[src/core/uart_regsel_pkg.sv]
// shared constants and types for the uart register select block
package uart_regsel_pkg;

  // register addresses on the three select inputs
  localparam logic [2:0] ADDR_RX_TX      = 3'h0;
  localparam logic [2:0] ADDR_INT_EN     = 3'h1;
  localparam logic [2:0] ADDR_INT_ID     = 3'h2;
  localparam logic [2:0] ADDR_LINE_CTRL  = 3'h3;
  localparam logic [2:0] ADDR_MODEM_CTRL = 3'h4;
  localparam logic [2:0] ADDR_LINE_STAT  = 3'h5;
  localparam logic [2:0] ADDR_MODEM_STAT = 3'h6;
  localparam logic [2:0] ADDR_SCRATCH    = 3'h7;

  // qualifier bit positions and key values
  localparam int         LC_DIV_ACCESS_BIT  = 7;
  localparam logic [7:0] LC_ENH_KEY         = 8'hBF;
  localparam int         EF_ENH_FUNC_BIT    = 4;
  localparam int         MC_PRESCALE_BIT    = 7;
  localparam int         MC_TC_TL_EN_BIT    = 6;
  localparam int         MC_LOOPBACK_BIT    = 4;
  localparam int         MC_FIFO_RDY_EN_BIT = 2;

  // values after reset
  localparam logic [7:0] RESET_BYTE = 8'h00;
  localparam logic [1:0] RESET_PRE  = 2'h0;
  localparam logic [15:0] RESET_DIV = 16'h0000;

  // divide-by-4 prescaler wraps after this count
  localparam logic [1:0] PRESCALE_LAST = 2'h3;

  // divisors the host programs for common rates
  localparam logic [15:0] DIV_1M8432_9600 = 16'h000C;
  localparam logic [15:0] DIV_1M8432_1200 = 16'h0060;
  localparam logic [15:0] DIV_1M8432_50   = 16'h0900;
  localparam logic [15:0] DIV_3M072_9600  = 16'h0014;
  localparam logic [15:0] DIV_3M072_38400 = 16'h0005;
  localparam logic [15:0] DIV_3M072_150   = 16'h0500;

  // register reached by one access
  typedef enum logic [4:0] {
    TGT_RX_TX,
    TGT_INT_EN,
    TGT_INT_ID_FC,
    TGT_LINE_CTRL,
    TGT_MODEM_CTRL,
    TGT_LINE_STAT,
    TGT_MODEM_STAT,
    TGT_SCRATCH,
    TGT_DIV_LOW,
    TGT_DIV_HIGH,
    TGT_ENH_FEAT,
    TGT_FLOW_ON1,
    TGT_FLOW_ON2,
    TGT_FLOW_OFF1,
    TGT_FLOW_OFF2,
    TGT_TX_CTRL,
    TGT_TRIG_LVL,
    TGT_FIFO_RDY,
    TGT_NONE
  } target_t;

endpackage

[src/core/uart_baud_gen.sv]
// baud generator: optional divide-by-4 then 16-bit divisor
`timescale 1ns/1ps
module uart_baud_gen (
  input  wire logic        sys_clk,
  input  wire logic        srst,
  input  wire logic [15:0] divisor,
  input  wire logic        prescaleBy4,
  output logic             baudTick16
);

  logic [1:0]  preCnt_ff;
  logic [1:0]  nxt_preCnt;
  logic [15:0] divCnt_ff;
  logic [15:0] nxt_divCnt;
  logic        tick_ff;
  logic        nxt_tick;
  logic        preEn;

  assign baudTick16 = tick_ff;

  // prescale enable, then divide; zero divisor parks the counter
  always_comb begin
    nxt_divCnt = divCnt_ff;
    nxt_tick   = 1'b0;
    if (prescaleBy4) begin
      nxt_preCnt = preCnt_ff + 2'h1;
      preEn      = (preCnt_ff == uart_regsel_pkg::PRESCALE_LAST);
    end else begin
      nxt_preCnt = uart_regsel_pkg::RESET_PRE;
      preEn      = 1'b1;
    end
    if (divisor == 16'h0000) begin
      nxt_divCnt = 16'h0000; // [RQ16]
    end else if (preEn) begin
      // >= so a divisor lowered mid-count wraps at once
      if (divCnt_ff >= divisor - 16'h0001) begin
        nxt_divCnt = 16'h0000;
        nxt_tick   = 1'b1; // [RQ17]
      end else begin
        nxt_divCnt = divCnt_ff + 16'h0001;
      end
    end
  end

  // counter registers
  always_ff @(posedge sys_clk) begin
    if (srst) begin
      preCnt_ff <= uart_regsel_pkg::RESET_PRE;
      divCnt_ff <= uart_regsel_pkg::RESET_DIV;
      tick_ff   <= 1'b0;
    end else begin
      preCnt_ff <= nxt_preCnt;
      divCnt_ff <= nxt_divCnt;
      tick_ff   <= nxt_tick;
    end
  end

endmodule

[src/core/uart_register_select.sv]
// register select and control registers for one uart channel (channel a)
// Function
// RQ1: address plus qualifier bits choose the register
// RQ2: addr 0 reads receive, writes transmit holding
// RQ3: addr 1 interrupt enables read and write
// RQ4: addr 2 reads interrupt ident, writes fifo control
// RQ5: line and modem control read/write at 3, 4
// RQ6: line/modem status read-only, writes ignored
// RQ7: addr 7 scratch byte read/write
// RQ8: some registers only reachable via qualifier bits
// RQ9: divisor access bit maps 0,1 to divisor
// RQ10: line control BFh opens enhanced and flow chars
// RQ11: enhanced bit and modem bit 6 open 6,7
// RQ12: fifo ready read at 7 when enabled
// RQ13: prescaler bit writable only with enhanced bit
// RQ14: host divisors for 1.8432 MHz reference
// RQ15: host divisors for 3.072 MHz reference
// RQ16: divisor is high:low; zero stops baud ticks
// RQ17: divide reference, optional by four, to 16x
// RQ18: qualified selections win in fixed priority order
`timescale 1ns/1ps
module uart_register_select (
  input  wire logic       sys_clk,
  input  wire logic       srst,
  input  wire logic       channel_a_select_n,
  input  wire logic       channel_b_select_n,
  input  wire logic       reg_sel_bit0,
  input  wire logic       reg_sel_bit1,
  input  wire logic       reg_sel_bit2,
  input  wire logic       ioRead_n,
  input  wire logic       ioWrite_n,
  input  wire logic [7:0] busDataIn,
  output logic      [7:0] busDataOut,
  output logic            busDataOe_n,
  input  wire logic [7:0] rxData,
  input  wire logic [7:0] intIdent,
  input  wire logic [7:0] lineStatus,
  input  wire logic [7:0] modemStatus,
  input  wire logic [3:0] fifoReady,
  output logic            rxPop,
  output logic            intIdentRead,
  output logic            lineStatusRead,
  output logic            modemStatusRead,
  output logic            txLoad,
  output logic            fifoCtrlWrite,
  output logic      [7:0] writeData,
  output logic      [7:0] interruptEnables,
  output logic      [7:0] lineControl,
  output logic      [7:0] modemControl,
  output logic      [7:0] enhancedFeatures,
  output logic      [7:0] flowOnCharOne,
  output logic      [7:0] flowOnCharTwo,
  output logic      [7:0] flowOffCharOne,
  output logic      [7:0] flowOffCharTwo,
  output logic      [7:0] transmissionControl,
  output logic      [7:0] triggerLevel,
  output logic            baudTick16
);

  // register choice from address, direction and qualifiers
  function automatic uart_regsel_pkg::target_t decodeTarget(
    input logic [2:0] addr,
    input logic       isWrite,
    input logic [7:0] lc, ef, mc
  );
    uart_regsel_pkg::target_t tgt;
    logic divOn, enhOn, tcOn, rdyOn;
    divOn = lc[uart_regsel_pkg::LC_DIV_ACCESS_BIT];
    enhOn = (lc == uart_regsel_pkg::LC_ENH_KEY);
    tcOn  = ef[uart_regsel_pkg::EF_ENH_FUNC_BIT] &
            mc[uart_regsel_pkg::MC_TC_TL_EN_BIT];
    rdyOn = !isWrite & mc[uart_regsel_pkg::MC_FIFO_RDY_EN_BIT] &
            !mc[uart_regsel_pkg::MC_LOOPBACK_BIT];
    // normal set first, then overridden by priority below
    unique case (addr)
      uart_regsel_pkg::ADDR_RX_TX:      tgt = uart_regsel_pkg::TGT_RX_TX;
      uart_regsel_pkg::ADDR_INT_EN:     tgt = uart_regsel_pkg::TGT_INT_EN;
      uart_regsel_pkg::ADDR_INT_ID:     tgt = uart_regsel_pkg::TGT_INT_ID_FC;
      uart_regsel_pkg::ADDR_LINE_CTRL:  tgt = uart_regsel_pkg::TGT_LINE_CTRL;
      uart_regsel_pkg::ADDR_MODEM_CTRL: tgt = uart_regsel_pkg::TGT_MODEM_CTRL;
      uart_regsel_pkg::ADDR_LINE_STAT:  tgt = uart_regsel_pkg::TGT_LINE_STAT;
      uart_regsel_pkg::ADDR_MODEM_STAT: tgt = uart_regsel_pkg::TGT_MODEM_STAT;
      uart_regsel_pkg::ADDR_SCRATCH:    tgt = uart_regsel_pkg::TGT_SCRATCH;
    endcase
    if (isWrite && (tgt == uart_regsel_pkg::TGT_LINE_STAT ||
                    tgt == uart_regsel_pkg::TGT_MODEM_STAT)) begin
      tgt = uart_regsel_pkg::TGT_NONE; // [RQ6]
    end
    // lowest qualified priority applied first, highest last
    if (rdyOn && addr == uart_regsel_pkg::ADDR_SCRATCH) begin
      tgt = uart_regsel_pkg::TGT_FIFO_RDY; // [RQ12] [RQ18]
    end
    if (tcOn && addr[2:1] == uart_regsel_pkg::ADDR_MODEM_STAT[2:1]) begin
      tgt = addr[0] ? uart_regsel_pkg::TGT_TRIG_LVL
                    : uart_regsel_pkg::TGT_TX_CTRL; // [RQ11] [RQ8] [RQ18]
    end
    if (enhOn && addr == uart_regsel_pkg::ADDR_INT_ID) begin
      tgt = uart_regsel_pkg::TGT_ENH_FEAT; // [RQ10] [RQ8]
    end
    if (enhOn && addr >= uart_regsel_pkg::ADDR_MODEM_CTRL) begin
      unique case (addr[1:0])
        2'h0: tgt = uart_regsel_pkg::TGT_FLOW_ON1; // [RQ10]
        2'h1: tgt = uart_regsel_pkg::TGT_FLOW_ON2; // [RQ10]
        2'h2: tgt = uart_regsel_pkg::TGT_FLOW_OFF1; // [RQ10]
        2'h3: tgt = uart_regsel_pkg::TGT_FLOW_OFF2; // [RQ18]
      endcase
    end
    if (divOn && addr[2:1] == uart_regsel_pkg::ADDR_RX_TX[2:1]) begin
      tgt = addr[0] ? uart_regsel_pkg::TGT_DIV_HIGH
                    : uart_regsel_pkg::TGT_DIV_LOW; // [RQ9] [RQ18]
    end
    return tgt;
  endfunction

  logic [2:0] addr;
  logic       ownSel, anySel;
  logic       readStart, writeStart, readOk;
  logic [7:0] readByte;
  uart_regsel_pkg::target_t rdTgt, wrTgt;
  // bus interface state
  logic       prevRead_ff, nxt_prevRead;
  logic       prevWrite_ff, nxt_prevWrite;
  logic [7:0] dataOut_ff, nxt_dataOut;
  logic       oe_n_ff, nxt_oe_n;
  logic       rxPop_ff, nxt_rxPop;
  logic       identRd_ff, nxt_identRd;
  logic       lineRd_ff, nxt_lineRd;
  logic       modemRd_ff, nxt_modemRd;
  logic       txLoad_ff, nxt_txLoad;
  logic       fcWrite_ff, nxt_fcWrite;
  logic [7:0] wrData_ff, nxt_wrData;
  // control registers
  logic [7:0] intEn_ff,   nxt_intEn;
  logic [7:0] lineCtl_ff, nxt_lineCtl;
  logic [7:0] modemCtl_ff, nxt_modemCtl;
  logic [7:0] scratch_ff, nxt_scratch;
  logic [7:0] divLow_ff,  nxt_divLow;
  logic [7:0] divHigh_ff, nxt_divHigh;
  logic [7:0] enhFeat_ff, nxt_enhFeat;
  logic [7:0] flowOn1_ff, nxt_flowOn1;
  logic [7:0] flowOn2_ff, nxt_flowOn2;
  logic [7:0] flowOff1_ff, nxt_flowOff1;
  logic [7:0] flowOff2_ff, nxt_flowOff2;
  logic [7:0] txCtl_ff,   nxt_txCtl;
  logic [7:0] trigLvl_ff, nxt_trigLvl;

  // access qualification; strobes act on their first low cycle
  assign addr       = {reg_sel_bit2, reg_sel_bit1, reg_sel_bit0};
  assign ownSel     = !channel_a_select_n;
  assign anySel     = ownSel | !channel_b_select_n;
  assign rdTgt      = decodeTarget(addr, 1'b0, lineCtl_ff, enhFeat_ff,
                                   modemCtl_ff); // [RQ1]
  assign wrTgt      = decodeTarget(addr, 1'b1, lineCtl_ff, enhFeat_ff,
                                   modemCtl_ff); // [RQ1]
  // fifo ready answers to either channel's select
  assign readOk     = !ioRead_n & (ownSel |
                      (anySel & rdTgt == uart_regsel_pkg::TGT_FIFO_RDY));
  assign readStart  = readOk & prevRead_ff;
  assign writeStart = !ioWrite_n & prevWrite_ff & ownSel;

  // read data mux
  always_comb begin
    unique case (rdTgt)
      uart_regsel_pkg::TGT_RX_TX:      readByte = rxData; // [RQ2]
      uart_regsel_pkg::TGT_INT_EN:     readByte = intEn_ff; // [RQ3]
      uart_regsel_pkg::TGT_INT_ID_FC:  readByte = intIdent; // [RQ4]
      uart_regsel_pkg::TGT_LINE_CTRL:  readByte = lineCtl_ff; // [RQ5]
      uart_regsel_pkg::TGT_MODEM_CTRL: readByte = modemCtl_ff; // [RQ5]
      uart_regsel_pkg::TGT_LINE_STAT:  readByte = lineStatus; // [RQ6]
      uart_regsel_pkg::TGT_MODEM_STAT: readByte = modemStatus; // [RQ6]
      uart_regsel_pkg::TGT_SCRATCH:    readByte = scratch_ff; // [RQ7]
      uart_regsel_pkg::TGT_DIV_LOW:    readByte = divLow_ff; // [RQ9]
      uart_regsel_pkg::TGT_DIV_HIGH:   readByte = divHigh_ff; // [RQ9]
      uart_regsel_pkg::TGT_ENH_FEAT:   readByte = enhFeat_ff;
      uart_regsel_pkg::TGT_FLOW_ON1:   readByte = flowOn1_ff;
      uart_regsel_pkg::TGT_FLOW_ON2:   readByte = flowOn2_ff;
      uart_regsel_pkg::TGT_FLOW_OFF1:  readByte = flowOff1_ff;
      uart_regsel_pkg::TGT_FLOW_OFF2:  readByte = flowOff2_ff;
      uart_regsel_pkg::TGT_TX_CTRL:    readByte = txCtl_ff;
      uart_regsel_pkg::TGT_TRIG_LVL:   readByte = trigLvl_ff;
      uart_regsel_pkg::TGT_FIFO_RDY: begin
        readByte = {2'h0, fifoReady[3:2], 2'h0, fifoReady[1:0]}; // [RQ12]
      end
      default:                         readByte = 8'h00;
    endcase
  end

  // bus side next state: data driven while read strobe stays low
  always_comb begin
    nxt_prevRead  = ioRead_n;
    nxt_prevWrite = ioWrite_n;
    nxt_dataOut   = readOk ? readByte : dataOut_ff;
    nxt_oe_n      = !readOk;
    nxt_rxPop     = readStart & (rdTgt == uart_regsel_pkg::TGT_RX_TX);
    nxt_identRd   = readStart & (rdTgt == uart_regsel_pkg::TGT_INT_ID_FC);
    nxt_lineRd    = readStart & (rdTgt == uart_regsel_pkg::TGT_LINE_STAT);
    nxt_modemRd   = readStart & (rdTgt == uart_regsel_pkg::TGT_MODEM_STAT);
    nxt_txLoad = writeStart & (wrTgt == uart_regsel_pkg::TGT_RX_TX); // [RQ2]
    nxt_fcWrite   = writeStart &
                    (wrTgt == uart_regsel_pkg::TGT_INT_ID_FC); // [RQ4]
    nxt_wrData    = writeStart ? busDataIn : wrData_ff;
  end

  // bus side registers
  always_ff @(posedge sys_clk) begin
    if (srst) begin
      prevRead_ff  <= 1'b1;
      prevWrite_ff <= 1'b1;
      dataOut_ff   <= uart_regsel_pkg::RESET_BYTE;
      oe_n_ff      <= 1'b1;
      rxPop_ff     <= 1'b0;
      identRd_ff   <= 1'b0;
      lineRd_ff    <= 1'b0;
      modemRd_ff   <= 1'b0;
      txLoad_ff    <= 1'b0;
      fcWrite_ff   <= 1'b0;
      wrData_ff    <= uart_regsel_pkg::RESET_BYTE;
    end else begin
      prevRead_ff  <= nxt_prevRead;
      prevWrite_ff <= nxt_prevWrite;
      dataOut_ff   <= nxt_dataOut;
      oe_n_ff      <= nxt_oe_n;
      rxPop_ff     <= nxt_rxPop;
      identRd_ff   <= nxt_identRd;
      lineRd_ff    <= nxt_lineRd;
      modemRd_ff   <= nxt_modemRd;
      txLoad_ff    <= nxt_txLoad;
      fcWrite_ff   <= nxt_fcWrite;
      wrData_ff    <= nxt_wrData;
    end
  end

  // register writes; status locations fall to TGT_NONE and are dropped
  always_comb begin
    nxt_intEn    = intEn_ff;
    nxt_lineCtl  = lineCtl_ff;
    nxt_modemCtl = modemCtl_ff;
    nxt_scratch  = scratch_ff;
    nxt_divLow   = divLow_ff;
    nxt_divHigh  = divHigh_ff;
    nxt_enhFeat  = enhFeat_ff;
    nxt_flowOn1  = flowOn1_ff;
    nxt_flowOn2  = flowOn2_ff;
    nxt_flowOff1 = flowOff1_ff;
    nxt_flowOff2 = flowOff2_ff;
    nxt_txCtl    = txCtl_ff;
    nxt_trigLvl  = trigLvl_ff;
    if (writeStart) begin
      unique case (wrTgt)
        uart_regsel_pkg::TGT_INT_EN:    nxt_intEn = busDataIn; // [RQ3]
        uart_regsel_pkg::TGT_LINE_CTRL: nxt_lineCtl = busDataIn; // [RQ5]
        uart_regsel_pkg::TGT_MODEM_CTRL: begin
          nxt_modemCtl = busDataIn; // [RQ5]
          // prescaler select held unless enhanced functions are on
          if (!enhFeat_ff[uart_regsel_pkg::EF_ENH_FUNC_BIT]) begin
            nxt_modemCtl[uart_regsel_pkg::MC_PRESCALE_BIT] =
              modemCtl_ff[uart_regsel_pkg::MC_PRESCALE_BIT]; // [RQ13]
          end
        end
        uart_regsel_pkg::TGT_SCRATCH:   nxt_scratch = busDataIn; // [RQ7]
        uart_regsel_pkg::TGT_DIV_LOW:   nxt_divLow = busDataIn; // [RQ9]
        uart_regsel_pkg::TGT_DIV_HIGH:  nxt_divHigh = busDataIn; // [RQ9]
        uart_regsel_pkg::TGT_ENH_FEAT:  nxt_enhFeat = busDataIn; // [RQ10]
        uart_regsel_pkg::TGT_FLOW_ON1:  nxt_flowOn1 = busDataIn;
        uart_regsel_pkg::TGT_FLOW_ON2:  nxt_flowOn2 = busDataIn;
        uart_regsel_pkg::TGT_FLOW_OFF1: nxt_flowOff1 = busDataIn;
        uart_regsel_pkg::TGT_FLOW_OFF2: nxt_flowOff2 = busDataIn;
        uart_regsel_pkg::TGT_TX_CTRL:   nxt_txCtl = busDataIn; // [RQ11]
        uart_regsel_pkg::TGT_TRIG_LVL:  nxt_trigLvl = busDataIn; // [RQ11]
        default: ; // pulses only, or a dropped write
      endcase
    end
  end

  // control registers
  always_ff @(posedge sys_clk) begin
    if (srst) begin
      intEn_ff    <= uart_regsel_pkg::RESET_BYTE;
      lineCtl_ff  <= uart_regsel_pkg::RESET_BYTE;
      modemCtl_ff <= uart_regsel_pkg::RESET_BYTE;
      scratch_ff  <= uart_regsel_pkg::RESET_BYTE;
      divLow_ff   <= uart_regsel_pkg::RESET_BYTE;
      divHigh_ff  <= uart_regsel_pkg::RESET_BYTE;
      enhFeat_ff  <= uart_regsel_pkg::RESET_BYTE;
      flowOn1_ff  <= uart_regsel_pkg::RESET_BYTE;
      flowOn2_ff  <= uart_regsel_pkg::RESET_BYTE;
      flowOff1_ff <= uart_regsel_pkg::RESET_BYTE;
      flowOff2_ff <= uart_regsel_pkg::RESET_BYTE;
      txCtl_ff    <= uart_regsel_pkg::RESET_BYTE;
      trigLvl_ff  <= uart_regsel_pkg::RESET_BYTE;
    end else begin
      intEn_ff    <= nxt_intEn;
      lineCtl_ff  <= nxt_lineCtl;
      modemCtl_ff <= nxt_modemCtl;
      scratch_ff  <= nxt_scratch;
      divLow_ff   <= nxt_divLow;
      divHigh_ff  <= nxt_divHigh;
      enhFeat_ff  <= nxt_enhFeat;
      flowOn1_ff  <= nxt_flowOn1;
      flowOn2_ff  <= nxt_flowOn2;
      flowOff1_ff <= nxt_flowOff1;
      flowOff2_ff <= nxt_flowOff2;
      txCtl_ff    <= nxt_txCtl;
      trigLvl_ff  <= nxt_trigLvl;
    end
  end

  // baud tick from the 16-bit divisor, low byte least significant
  uart_baud_gen u_baud (
    .sys_clk     (sys_clk),
    .srst        (srst),
    .divisor     ({divHigh_ff, divLow_ff}), // [RQ16]
    .prescaleBy4 (modemCtl_ff[uart_regsel_pkg::MC_PRESCALE_BIT]), // [RQ17]
    .baudTick16  (baudTick16)
  );

  // outputs straight from registers
  assign busDataOut          = dataOut_ff;
  assign busDataOe_n         = oe_n_ff;
  assign rxPop               = rxPop_ff;
  assign intIdentRead        = identRd_ff;
  assign lineStatusRead      = lineRd_ff;
  assign modemStatusRead     = modemRd_ff;
  assign txLoad              = txLoad_ff;
  assign fifoCtrlWrite       = fcWrite_ff;
  assign writeData           = wrData_ff;
  assign interruptEnables    = intEn_ff;
  assign lineControl         = lineCtl_ff;
  assign modemControl        = modemCtl_ff;
  assign enhancedFeatures    = enhFeat_ff;
  assign flowOnCharOne       = flowOn1_ff;
  assign flowOnCharTwo       = flowOn2_ff;
  assign flowOffCharOne      = flowOff1_ff;
  assign flowOffCharTwo      = flowOff2_ff;
  assign transmissionControl = txCtl_ff;
  assign triggerLevel        = trigLvl_ff;

endmodule

[config.mk]
export PLATFORM = sky130hd
export DESIGN_NAME = uart_register_select
export DESIGN_NICKNAME = d
export VERILOG_FILES = /design/src/core/uart_regsel_pkg.sv /design/src/core/uart_baud_gen.sv /design/src/core/uart_register_select.sv
export SDC_FILE = /design/constraint.sdc
export NUM_CORES = 1
export LEC_CHECK = 0
export BUFFER_PORTS_ARGS = -buffer_cell sky130_fd_sc_hd__buf_2
export CAP_MARGIN = 25
export CORE_AREA = 2 2 210 109
export CTS_BUF_LIST = sky130_fd_sc_hd__clkbuf_16
export CTS_CLUSTER_SIZE = 25
export DETAILED_ROUTE_END_ITERATION = 6
export DIE_AREA = 0 0 212 111
export PLACE_DENSITY = 0.61
export SLEW_MARGIN = 0
export SYNTH_ARGS = -nofsm -noshare
export SYNTH_HDL_FRONTEND = slang
export SYNTH_SLANG_ARGS = --single-unit
[constraint.sdc]
create_clock -name sys_clk -period 3.9 [get_ports sys_clk]
set_clock_uncertainty 0.15 [all_clocks]
set_input_delay 0.195 -clock sys_clk [delete_from_list [all_inputs] [get_ports sys_clk]]
set_output_delay 0.195 -clock sys_clk [all_outputs]
set_load 0.02 [all_outputs]
; ---- After elaboration in Yosys (flattened, before gate mapping)
; Memory sizes are Yosys's and may differ from the RTL's.
; Index checks and enable logic that the tools add are counted.
[word_totals]
reg_bits = 148
mem_bits_ro = 48
elab_cells = 144
memories = 2
[mem_list]
columns = memory, words, word_bits, rd, rd_ports_with_merged_regs, wr, line_no
row1 = (no name shown), 8, 3, 1, 0, 0, uart_register_select.sv:75  ; unique case (addr)
row2 = (no name shown), 8, 3, 1, 0, 0, uart_register_select.sv:75
[classes]
add_sub_neg = 3
magnitude_cmp = 2
eq_ne = 41
muxes = 17
bitwise = 17
reduce_logical = 34
[ops]
columns = operator, n
row1 = 8-bit one-hot mux with 18 select lines, 1
row2 = "5-bit by 4-bit equality test with 1-bit output, second input constant", 16
row3 = 5-bit 2-to-1 mux, 11
row4 = "5-bit by 3-bit equality test with 1-bit output, second input constant", 8
row5 = 2-bit AND reduction, 13
row6 = "5-bit by 2-bit equality test with 1-bit output, second input constant", 4
row7 = 5-bit one-hot mux with 4 select lines, 1
row8 = "16-bit by 1-bit adder with 16-bit output, second input constant", 1
row9 = 16-bit greater-or-equal comparator, 1
row10 = 16-bit zero test, 1
row11 = 16-bit 2-to-1 mux, 1
row12 = "16-bit by 1-bit subtractor with 16-bit output, second input constant", 1
row13 = "5-bit equality test, second input constant", 3
row14 = 1-bit bitwise AND, 13
row15 = "5-bit by 1-bit equality test with 1-bit output, second input constant", 2
row16 = 5-bit zero test, 2
row17 = "2-bit equality test, second input constant", 4
row18 = "8-bit equality test, second input constant", 1
row19 = 1-bit zero test, 6
row20 = 1-bit logical AND, 5
row21 = 2-bit zero test, 2
row22 = 2-bit OR reduction, 2
row23 = "3-bit by 2-bit equality test with 1-bit output, second input constant", 1
row24 = "3-bit equality test, second input constant", 1
row25 = 9 further kinds, 13

; ---- Logic depth before layout (Yosys ltp)
; Gate-level depths: netlist of run 1.
[logic_depth]
word_depth = 14
ltp_mapped = 16
ltp_nobuf = 15

; ---- Modules after synthesis
; From an unflattened synthesis of run 1, not the netlist that was laid out.
[hier_totals]
cells_unflattened = 906
hier_area_um2 = 7888.8
[modules_own_cells]
columns = module, n_inst, cells_each, area_per_inst_um2, seq_area_each_um2
row1 = uart_register_select, 1, 728, 6361.1, 2582.5
row2 = uart_baud_gen, 1, 178, 1527.7, 380.4

; ---- Worst setup path before layout of run 1
; OpenSTA, ideal clock, no wires.
[synth_timing]
path_kind = register to register
start = reg divLow_ff[4]
end = reg u_baud.divCnt_ff[10]
setup_time_ns = 0.115
t_arrival_ns = 3.281
setup_slack_ns = 0.354
stages_incl_launch_ff = 16
n_path_buf = 2
period_less_slack_ns = 3.546
cell_sequence = dfxtp_1 -> buf_6 -> or4_4 -> or3_4 -> or3_4 -> or3_4 -> nor3_1 -> xnor2_1 -> ha_1 -> a21oi_1 -> nand2_1 -> o21ai_0 -> a31o_2 -> o21ai_4 -> buf_12 -> nor2_2
[synth_via]
elab_chain_cells = 3
[synth_rtl]
columns = item, line_no
row1 = from (decl), uart_register_select.sv:137  ; logic [7:0] divLow_ff, nxt_divLow;
row2 = from (signal assigned), uart_register_select.sv:282  ; divLow_ff <= uart_regsel_pkg::RESET_BYTE;
row3 = from (signal assigned), uart_register_select.sv:296  ; divLow_ff <= nxt_divLow;
row4 = 16-bit by 1-bit subtractor with 16-bit output, uart_baud_gen.sv:36  ; if (divCnt_ff >= divisor - 16'h0001) begin
row5 = 16-bit greater-or-equal comparator, uart_baud_gen.sv:36
row6 = 16-bit 2-to-1 mux, uart_baud_gen.sv:36
row7 = to (signal assigned), uart_baud_gen.sv:49  ; divCnt_ff <= uart_regsel_pkg::RESET_DIV;
row8 = to (signal assigned), uart_baud_gen.sv:53  ; divCnt_ff <= nxt_divCnt;
row9 = to (decl), uart_baud_gen.sv:13  ; logic [15:0] divCnt_ff;
; Parallel ways exist; a longest one is shown, timed or not.
; A chain may end at the register's enable or synchronous reset.

; ---- Worst setup path after layout of run 1
[layout_timing]
start = reg divLow_ff[4]
end = reg u_baud.divCnt_ff[4]
; Same word-level chain as after synthesis.

==> reports/metrics.yaml, run 1 <==
start_kind: "flop"
p_leak_nw: 4.13
avgViaCountPerCell: 5.40
root_buffer: "clkbuf_16"
die_h_um: 111
drcViolationCount: 0
syn_avg_cell_area_sq_um: 8.92
cts.clk_slew.worst_paths_ns: 0.07
r2r_start: "divLow_ff[4]"
power.net_switching_w: 0.000898
synth_seq_cells: 148
antenna_cells: 0
die-area_sq_mm: 0.0235
synthFlopType: "dfxtp_1"
rows: 39
synth_xor_area_frac: 0.0339
ant_nets: 0
fin_util: 0.424
via_count: 7176
htree_levels: 4
total_power_w: 0.00339
yosys.area_share.simple: 0.210
cts_tree: "done"
pwr-share-comb: 0.081
powerDensity_mw_per_mm2: 364
synthCells: 840
grt.overflow.total: 0
final-hold-violation-count: 0
slew_viol_final: 0
final_cell_mix: "155 x buf_2, 153 x nor2_1, 148 x dfxtp_1, 126 x mux2i_1, 66 x nand2_1"
clk_latency_ns: 0.42
p_clk_frac: 0.465
dieWidth_um: 212
max_cap_viol_count: 0
place_ws_ns: 0.275
rsz0062_at_grt: "no"
final_common_cell: "buf_2"
post-route-period-util: 0.930
fin_crit_ns: 3.63
async_reset_ff_frac: 0
track_usage: 0.242
seqPwrFrac: 0.453
n_fill_cell: 2225
dr.first_iter.drc_count: 855
p_int_w: 0.00250
core_area_sq_mm: 0.0220
synthAdderAreaFrac: 0.0401
regToRegSetupSlack_ns: 0.27
cts_max_path_buffers: 2
seqCellArea_sq_mm: 0.00296
slowest_delay_ns: 0.54
grt_max_degree: 93
cp-end-kind: "flop"
crit_slowest_cell: "or4_4"
path_common_cell: "or3_4"
path_class: "flop to flop"
ios: 157
ys_warn_count: 0
setup_viol: 0
synth_top_family_by_area: "simple AND/OR/NAND/NOR gates"
synth_cell_types: 63
worstPathRequired_ns: 4.07
multi_input_area_sq_mm: 0.00431
area_growth_syn_to_layout_pct: 24.6
synthMuxAreaShare: 0.170
tightest_slew_ns: 0.982
drive_above_1_share: 0.253
cp_cell_sequence: "or4_4 > or3_4 > or3_4 > or3_4 > nor3_1 > xnor2_1 > ha_1 > a21oi_1 > nand2_1 > o21ai_0 > a31o_2 > o21ai_4 > buf_12 > nor2_1"
max_freq_mhz: 276
start_util: 0.340
numCtsBuffers: 17
critPathCapture: "u_baud.divCnt_ff[4]"
crit_start: "divLow_ff[4]"
synth_compound_area_frac: 0.119
holdPathStages: 3
finalSetupTns_ns: 0
r2r-end: "u_baud.divCnt_ff[4]"
critPathArrivalTime_ns: 3.80
reg2reg_depth: 14
grt_pass1_wl_mm: 41.9
routed_wl_mm: 28.6
dp_hpwl_mm: 21.9
syn_area_sq_mm: 0.00749
place_congestion: 0.958
ir_drop_uv: 272
p_sw_frac: 0.265
synth_edf_count: 0
drt_pass1_iterations: 6
syn-num-nets: 917
cp_max_fo: 15
clock-sinks: 148
timing.slew.headroom: 0.346
fin_nets: 1087
ys_seq_area_frac: 0.395
grt_pass1_vias: 6542
worst_slack_ns: 0.271
status: "complete, no violations"
hp-class: "input pin to flop"
wl_per_cell_um: 21.5
antenna_found_initial: 0
hold_ws_ns: 0.0127
port_buffers: 156
-- final cells by class --
| class | count | share of cell area |
|---|---|---|
| inverter | 12 | 0.00483 |
| multi-input combinational | 638 | 0.461 |
| tap | 307 | 0.0412 |
| clock buffer | 17 | 0.0456 |
| sequential | 148 | 0.317 |
| clock inverter | 15 | 0.0138 |
| timing repair buffer | 193 | 0.116 |
-- stage by stage --
step	instances	area, sq um
finish	1330	9330
global route	1330	9330
CTS	1330	9330
detailed placement	1295	8750
global placement	1295	8750
floorplan	840	7490
-- worst max-delay path: cells and delay by family, from the launching register on --
| kind | cells | cell delay [ns] |
|---|---|---|
| compound gates | 4 | 0.52 |
| xor+xnor | 1 | 0.16 |
| fa+ha+maj | 1 | 0.21 |
| buf+inv | 1 | 0.17 |
| flops | 1 | 0.37 |
| simple gates | 7 | 1.94 |
-- registers in the layout, summed over array words and instances (netlist names), 8 cells and up --
register / count
busDataOut: 8
divHigh_ff: 8
divLow_ff: 8
enhancedFeatures: 8
flowOffCharOne: 8
flowOffCharTwo: 8
flowOnCharOne: 8
flowOnCharTwo: 8
interruptEnables: 8
lineControl: 8
modemControl: 8
scratch_ff: 8
transmissionControl: 8
triggerLevel: 8
u_baud.divCnt_ff: 16
writeData: 8
-- worst min path at each step --
stage	startpoint	slack [ns]	to
after detailed placement	ioWrite_n	0.25	prevWrite_ff
after CTS	modemStatus[6]	0.003	busDataOut[6]
after floorplan	ioWrite_n	0.15	prevWrite_ff
final	modemStatus[6]	0.01	busDataOut[6]
after global placement	ioWrite_n	0.26	prevWrite_ff
after global routing	rxData[4]	0.02	busDataOut[4]
-- cell usage after synthesis (all sizes together), types with 5 or more instances --
library cell  instances  area (sq um)
a21oi                35           175
a221oi                8          70.1
a22oi                 8          60.1
a32oi                 9          78.8
and3                  6          37.5
buf                   9          68.8
clkbuf               33           124
dfxtp               148          2960
ha                   24           300
inv                  12          45.0
mux2i               126          1260
nand2                66           248
nand2b               14          87.6
nand3                18          90.1
nand4                11          68.8
nor2                171           692
nor2b                 6          37.5
nor3                 19           111
o21ai                18           101
o22ai                 5          31.3
xnor2                21           184
xor2                  8          70.1
-- metal layers --
metal / vias up / part of all wire / routed length [um] / GRT usage
met5: - / 0 / 0 / 0
met4: 0 / 0.0087 / 248 / 0.0437
met3: 20 / 0.13 / 3580 / 0.0856
met2: 372 / 0.36 / 10400 / 0.297
met1: 3457 / 0.50 / 14400 / 0.388
li1: 3327 / - / - / -
-- power by group through the flow --
stage / Combinational, W / Sequential, W / Clock [W]
after floorplan: 0.000132 / 0.00158 / 0
after global placement: 0.000266 / 0.00157 / 0
after detailed placement: 0.000265 / 0.00157 / 0
after CTS: 0.000269 / 0.00154 / 0.00160
after global routing: 0.000291 / 0.00154 / 0.00166
final: 0.000276 / 0.00154 / 0.00158
-- what timing repair did --
action	CTS	global route
resized for setup	0	0
hold endpoints to repair	3	0
buffers inserted	0	0
hold buffers	3	0
-- cells by family after synthesis --
| kind of cell | count (synthesis) |
|---|---|
| flops | 148 |
| fa+ha+maj | 24 |
| mux | 127 |
| xor+xnor | 29 |
| compound gates | 122 |
| buf+inv | 54 |
| simple gates | 336 |
No activity file was read; power rests on OpenSTA's default activity.
==> inputs of run 2 (changes only) <==
- CELL_PAD_IN_SITES_DETAIL_PLACEMENT: not set -> 1
- CELL_PAD_IN_SITES_GLOBAL_PLACEMENT: not set -> 2
- CORE_AREA: 2 2 210 109 -> 2 2 217 112
- DIE_AREA: 0 0 212 111 -> 0 0 219 114
- GPL_TIMING_DRIVEN: not set -> 0
- PLACE_DENSITY: 0.61 -> 0.85
- REMOVE_ABC_BUFFERS: not set -> 1
==> reports/metrics.yaml, run 2 (synthesis gave the netlist of run 1 again) <==
core_area_sq_mm: 0.0233
antenna_cells: 0
seqPwrFrac: 0.444
final-hold-violation-count: 0
clk_latency_ns: 0.45
status: "complete, no violations"
gr-usage-met3: 0.0653
met2_usage: 0.310
p_leak_nw: 4.05
timing.slew.headroom: 0.331
dr.first_iter.drc_count: 735
max_cap_viol_count: 0
hp-class: "input pin to flop"
slowest_delay_ns: 0.56
max_freq_mhz: 267
drt_pass1_iterations: 5
wl_per_cell_um: 22.9
final_common_cell: "buf_2"
cts_tree: "done"
cp_num_buf_inv: 1
worstPathRequired_ns: 4.09
avgViaCountPerCell: 5.44
post-route-period-util: 0.959
worst_slack_ns: 0.158
path_class: "flop to flop"
setup_viol: 0
routed_wl_mm: 30.2
antenna_found_initial: 1
p_int_w: 0.00255
power.net_switching_w: 0.000913
hp-start: "modemStatus[0]"
numCtsBuffers: 17
groute.layer.met1.usage: 0.383
dieWidth_um: 219
r2r-end: "u_baud.divCnt_ff[14]"
cts.clk_slew.worst_paths_ns: 0.07
ant_nets: 0
holdPathStages: 3
grt_pass1_wl_mm: 44.1
dp_hpwl_mm: 22.7
htree_levels: 4
grt_max_degree: 73
finalNonFillerCells: 1315
ir_drop_uv: 286
cts_max_path_buffers: 2
place_ws_ns: -0.0837
place_congestion: 0.906
port_buffers: 156
finalSetupTns_ns: 0
regMostFlops: "u_baud.divCnt_ff"
dp.cells: 1273
pwr-share-comb: 0.084
track_usage: 0.244
p_clk_frac: 0.472
fin_area_sq_mm: 0.00927
p_sw_frac: 0.264
dpl_cell_area_sq_mm: 0.00859
largest_reg_flops: 16
hold_end: "busDataOut[0]"
r2r_start: "divLow_ff[4]"
final_cell_mix: "156 x buf_2, 153 x nor2_1, 148 x dfxtp_1, 126 x mux2i_1, 66 x nand2_1"
ios: 157
reg2reg_depth: 14
fin_crit_ns: 3.74
tightest_slew_ns: 0.996
crit_family: "simple AND/OR/NAND/NOR gates"
drive_above_1_share: 0.237
rows: 40
grt.overflow.total: 0
regToRegSetupSlack_ns: 0.16
root_buffer: "clkbuf_16"
start_util: 0.321
cp_max_fo: 14
fin_nets: 1065
area_growth_syn_to_layout_pct: 23.8
die_h_um: 114
busiest_layer: "met1"
slew_viol_final: 0
die-area_sq_mm: 0.0250
cp_cell_sequence: "or4_4 > or3_4 > or3_4 > or3_4 > nor3_2 > xnor2_1 > ha_2 > a21oi_1 > nand2_1 > o21ai_0 > a31o_2 > o21ai_4 > buf_12 > nor2_1"
clock-sinks: 148
drcViolationCount: 0
powerDensity_mw_per_mm2: 374
critPathArrivalTime_ns: 3.93
path_common_cell: "or3_4"
via_count: 7159
grt_pass1_vias: 6893
start_kind: "flop"
crit_slowest_cell: "or4_4"
cp-end-kind: "flop"
-- run 2: cell types whose count changed in the layout (fill, tap and decap cells not counted), moves of 2 or more --
cell           change
buf_16             +3
dlygate4sd3_1      +2
buf_4             -28
inv_6              -2
clkinv_1           +2
-- run 2: power groups by stage --
stage | logic, W | registers, W | clock network [W]
global route | 0.000305 | 0.00154 | 0.00172
detailed placement | 0.000277 | 0.00157 | 0
floorplan | 0.000100 | 0.00158 | 0
CTS | 0.000282 | 0.00154 | 0.00166
finish | 0.000290 | 0.00154 | 0.00164
global placement | 0.000262 | 0.00157 | 0
-- run 2: worst min-delay path: cells and delay by family --
| kind | cells | cell delay [ns] |
|---|---|---|
| buffers and inverters | 1 | 0.11 |
| AOI/OAI and AO/OA | 2 | 0.28 |
-- run 2: per-stage QoR --
stage	utilization	hold WS (ns)	total power [W]
after global routing	0.398	0.0525	0.00356
after detailed placement	0.368	0.254	0.00185
final	0.398	0.0335	0.00346
after CTS	0.396	0.00410	0.00348
after floorplan	-	0.114	0.00168
after global placement	0.363	0.248	0.00183
-- run 2: timing repair --
item / CTS / global route
setup endpoints to repair: 15 / 23
endpoints found under the hold margin: 5 / 0
cloned: 0 / 0
buffers inserted: 2 / 4
resized for setup: 0 / 5
hold buffers: 5 / 0
pin swaps: 1 / 1
-- run 2: layout make-up --
| cell class | count | area [sq um] |
|---|---|---|
| Clock buffer | 17 | 425 |
| Clock inverter | 14 | 136 |
| Fill cell | 2747 | 14000 |
| Inverter | 12 | 45.0 |
| Multi-Input combinational cell | 638 | 4330 |
| Sequential cell | 148 | 2960 |
| Tap cell | 315 | 394 |
| Timing Repair Buffer | 171 | 978 |
-- run 2: worst max-delay path by stage --
stage / from / to / depth (start not counted)
after global routing: divLow_ff[4] / u_baud.divCnt_ff[3] / 14
after global placement: reg_sel_bit0 / busDataOut[3] / 11
after CTS: lineControl[2] / busDataOut[0] / 8
after floorplan: divLow_ff[4] / u_baud.divCnt_ff[0] / 13
final: divLow_ff[4] / u_baud.divCnt_ff[14] / 14
after detailed placement: divLow_ff[4] / u_baud.divCnt_ff[0] / 13
-- run 2: per-layer routing --
| metal | part of all wire | wire [um] | up-vias |
|---|---|---|---|
| met3 | 0.10 | 3060 | 29 |
| met4 | 0.017 | 501 | 0 |
| li1 | - | - | 3268 |
| met1 | 0.51 | 15400 | 3538 |
| met5 | 0 | 0 | - |
| met2 | 0.37 | 11200 | 324 |
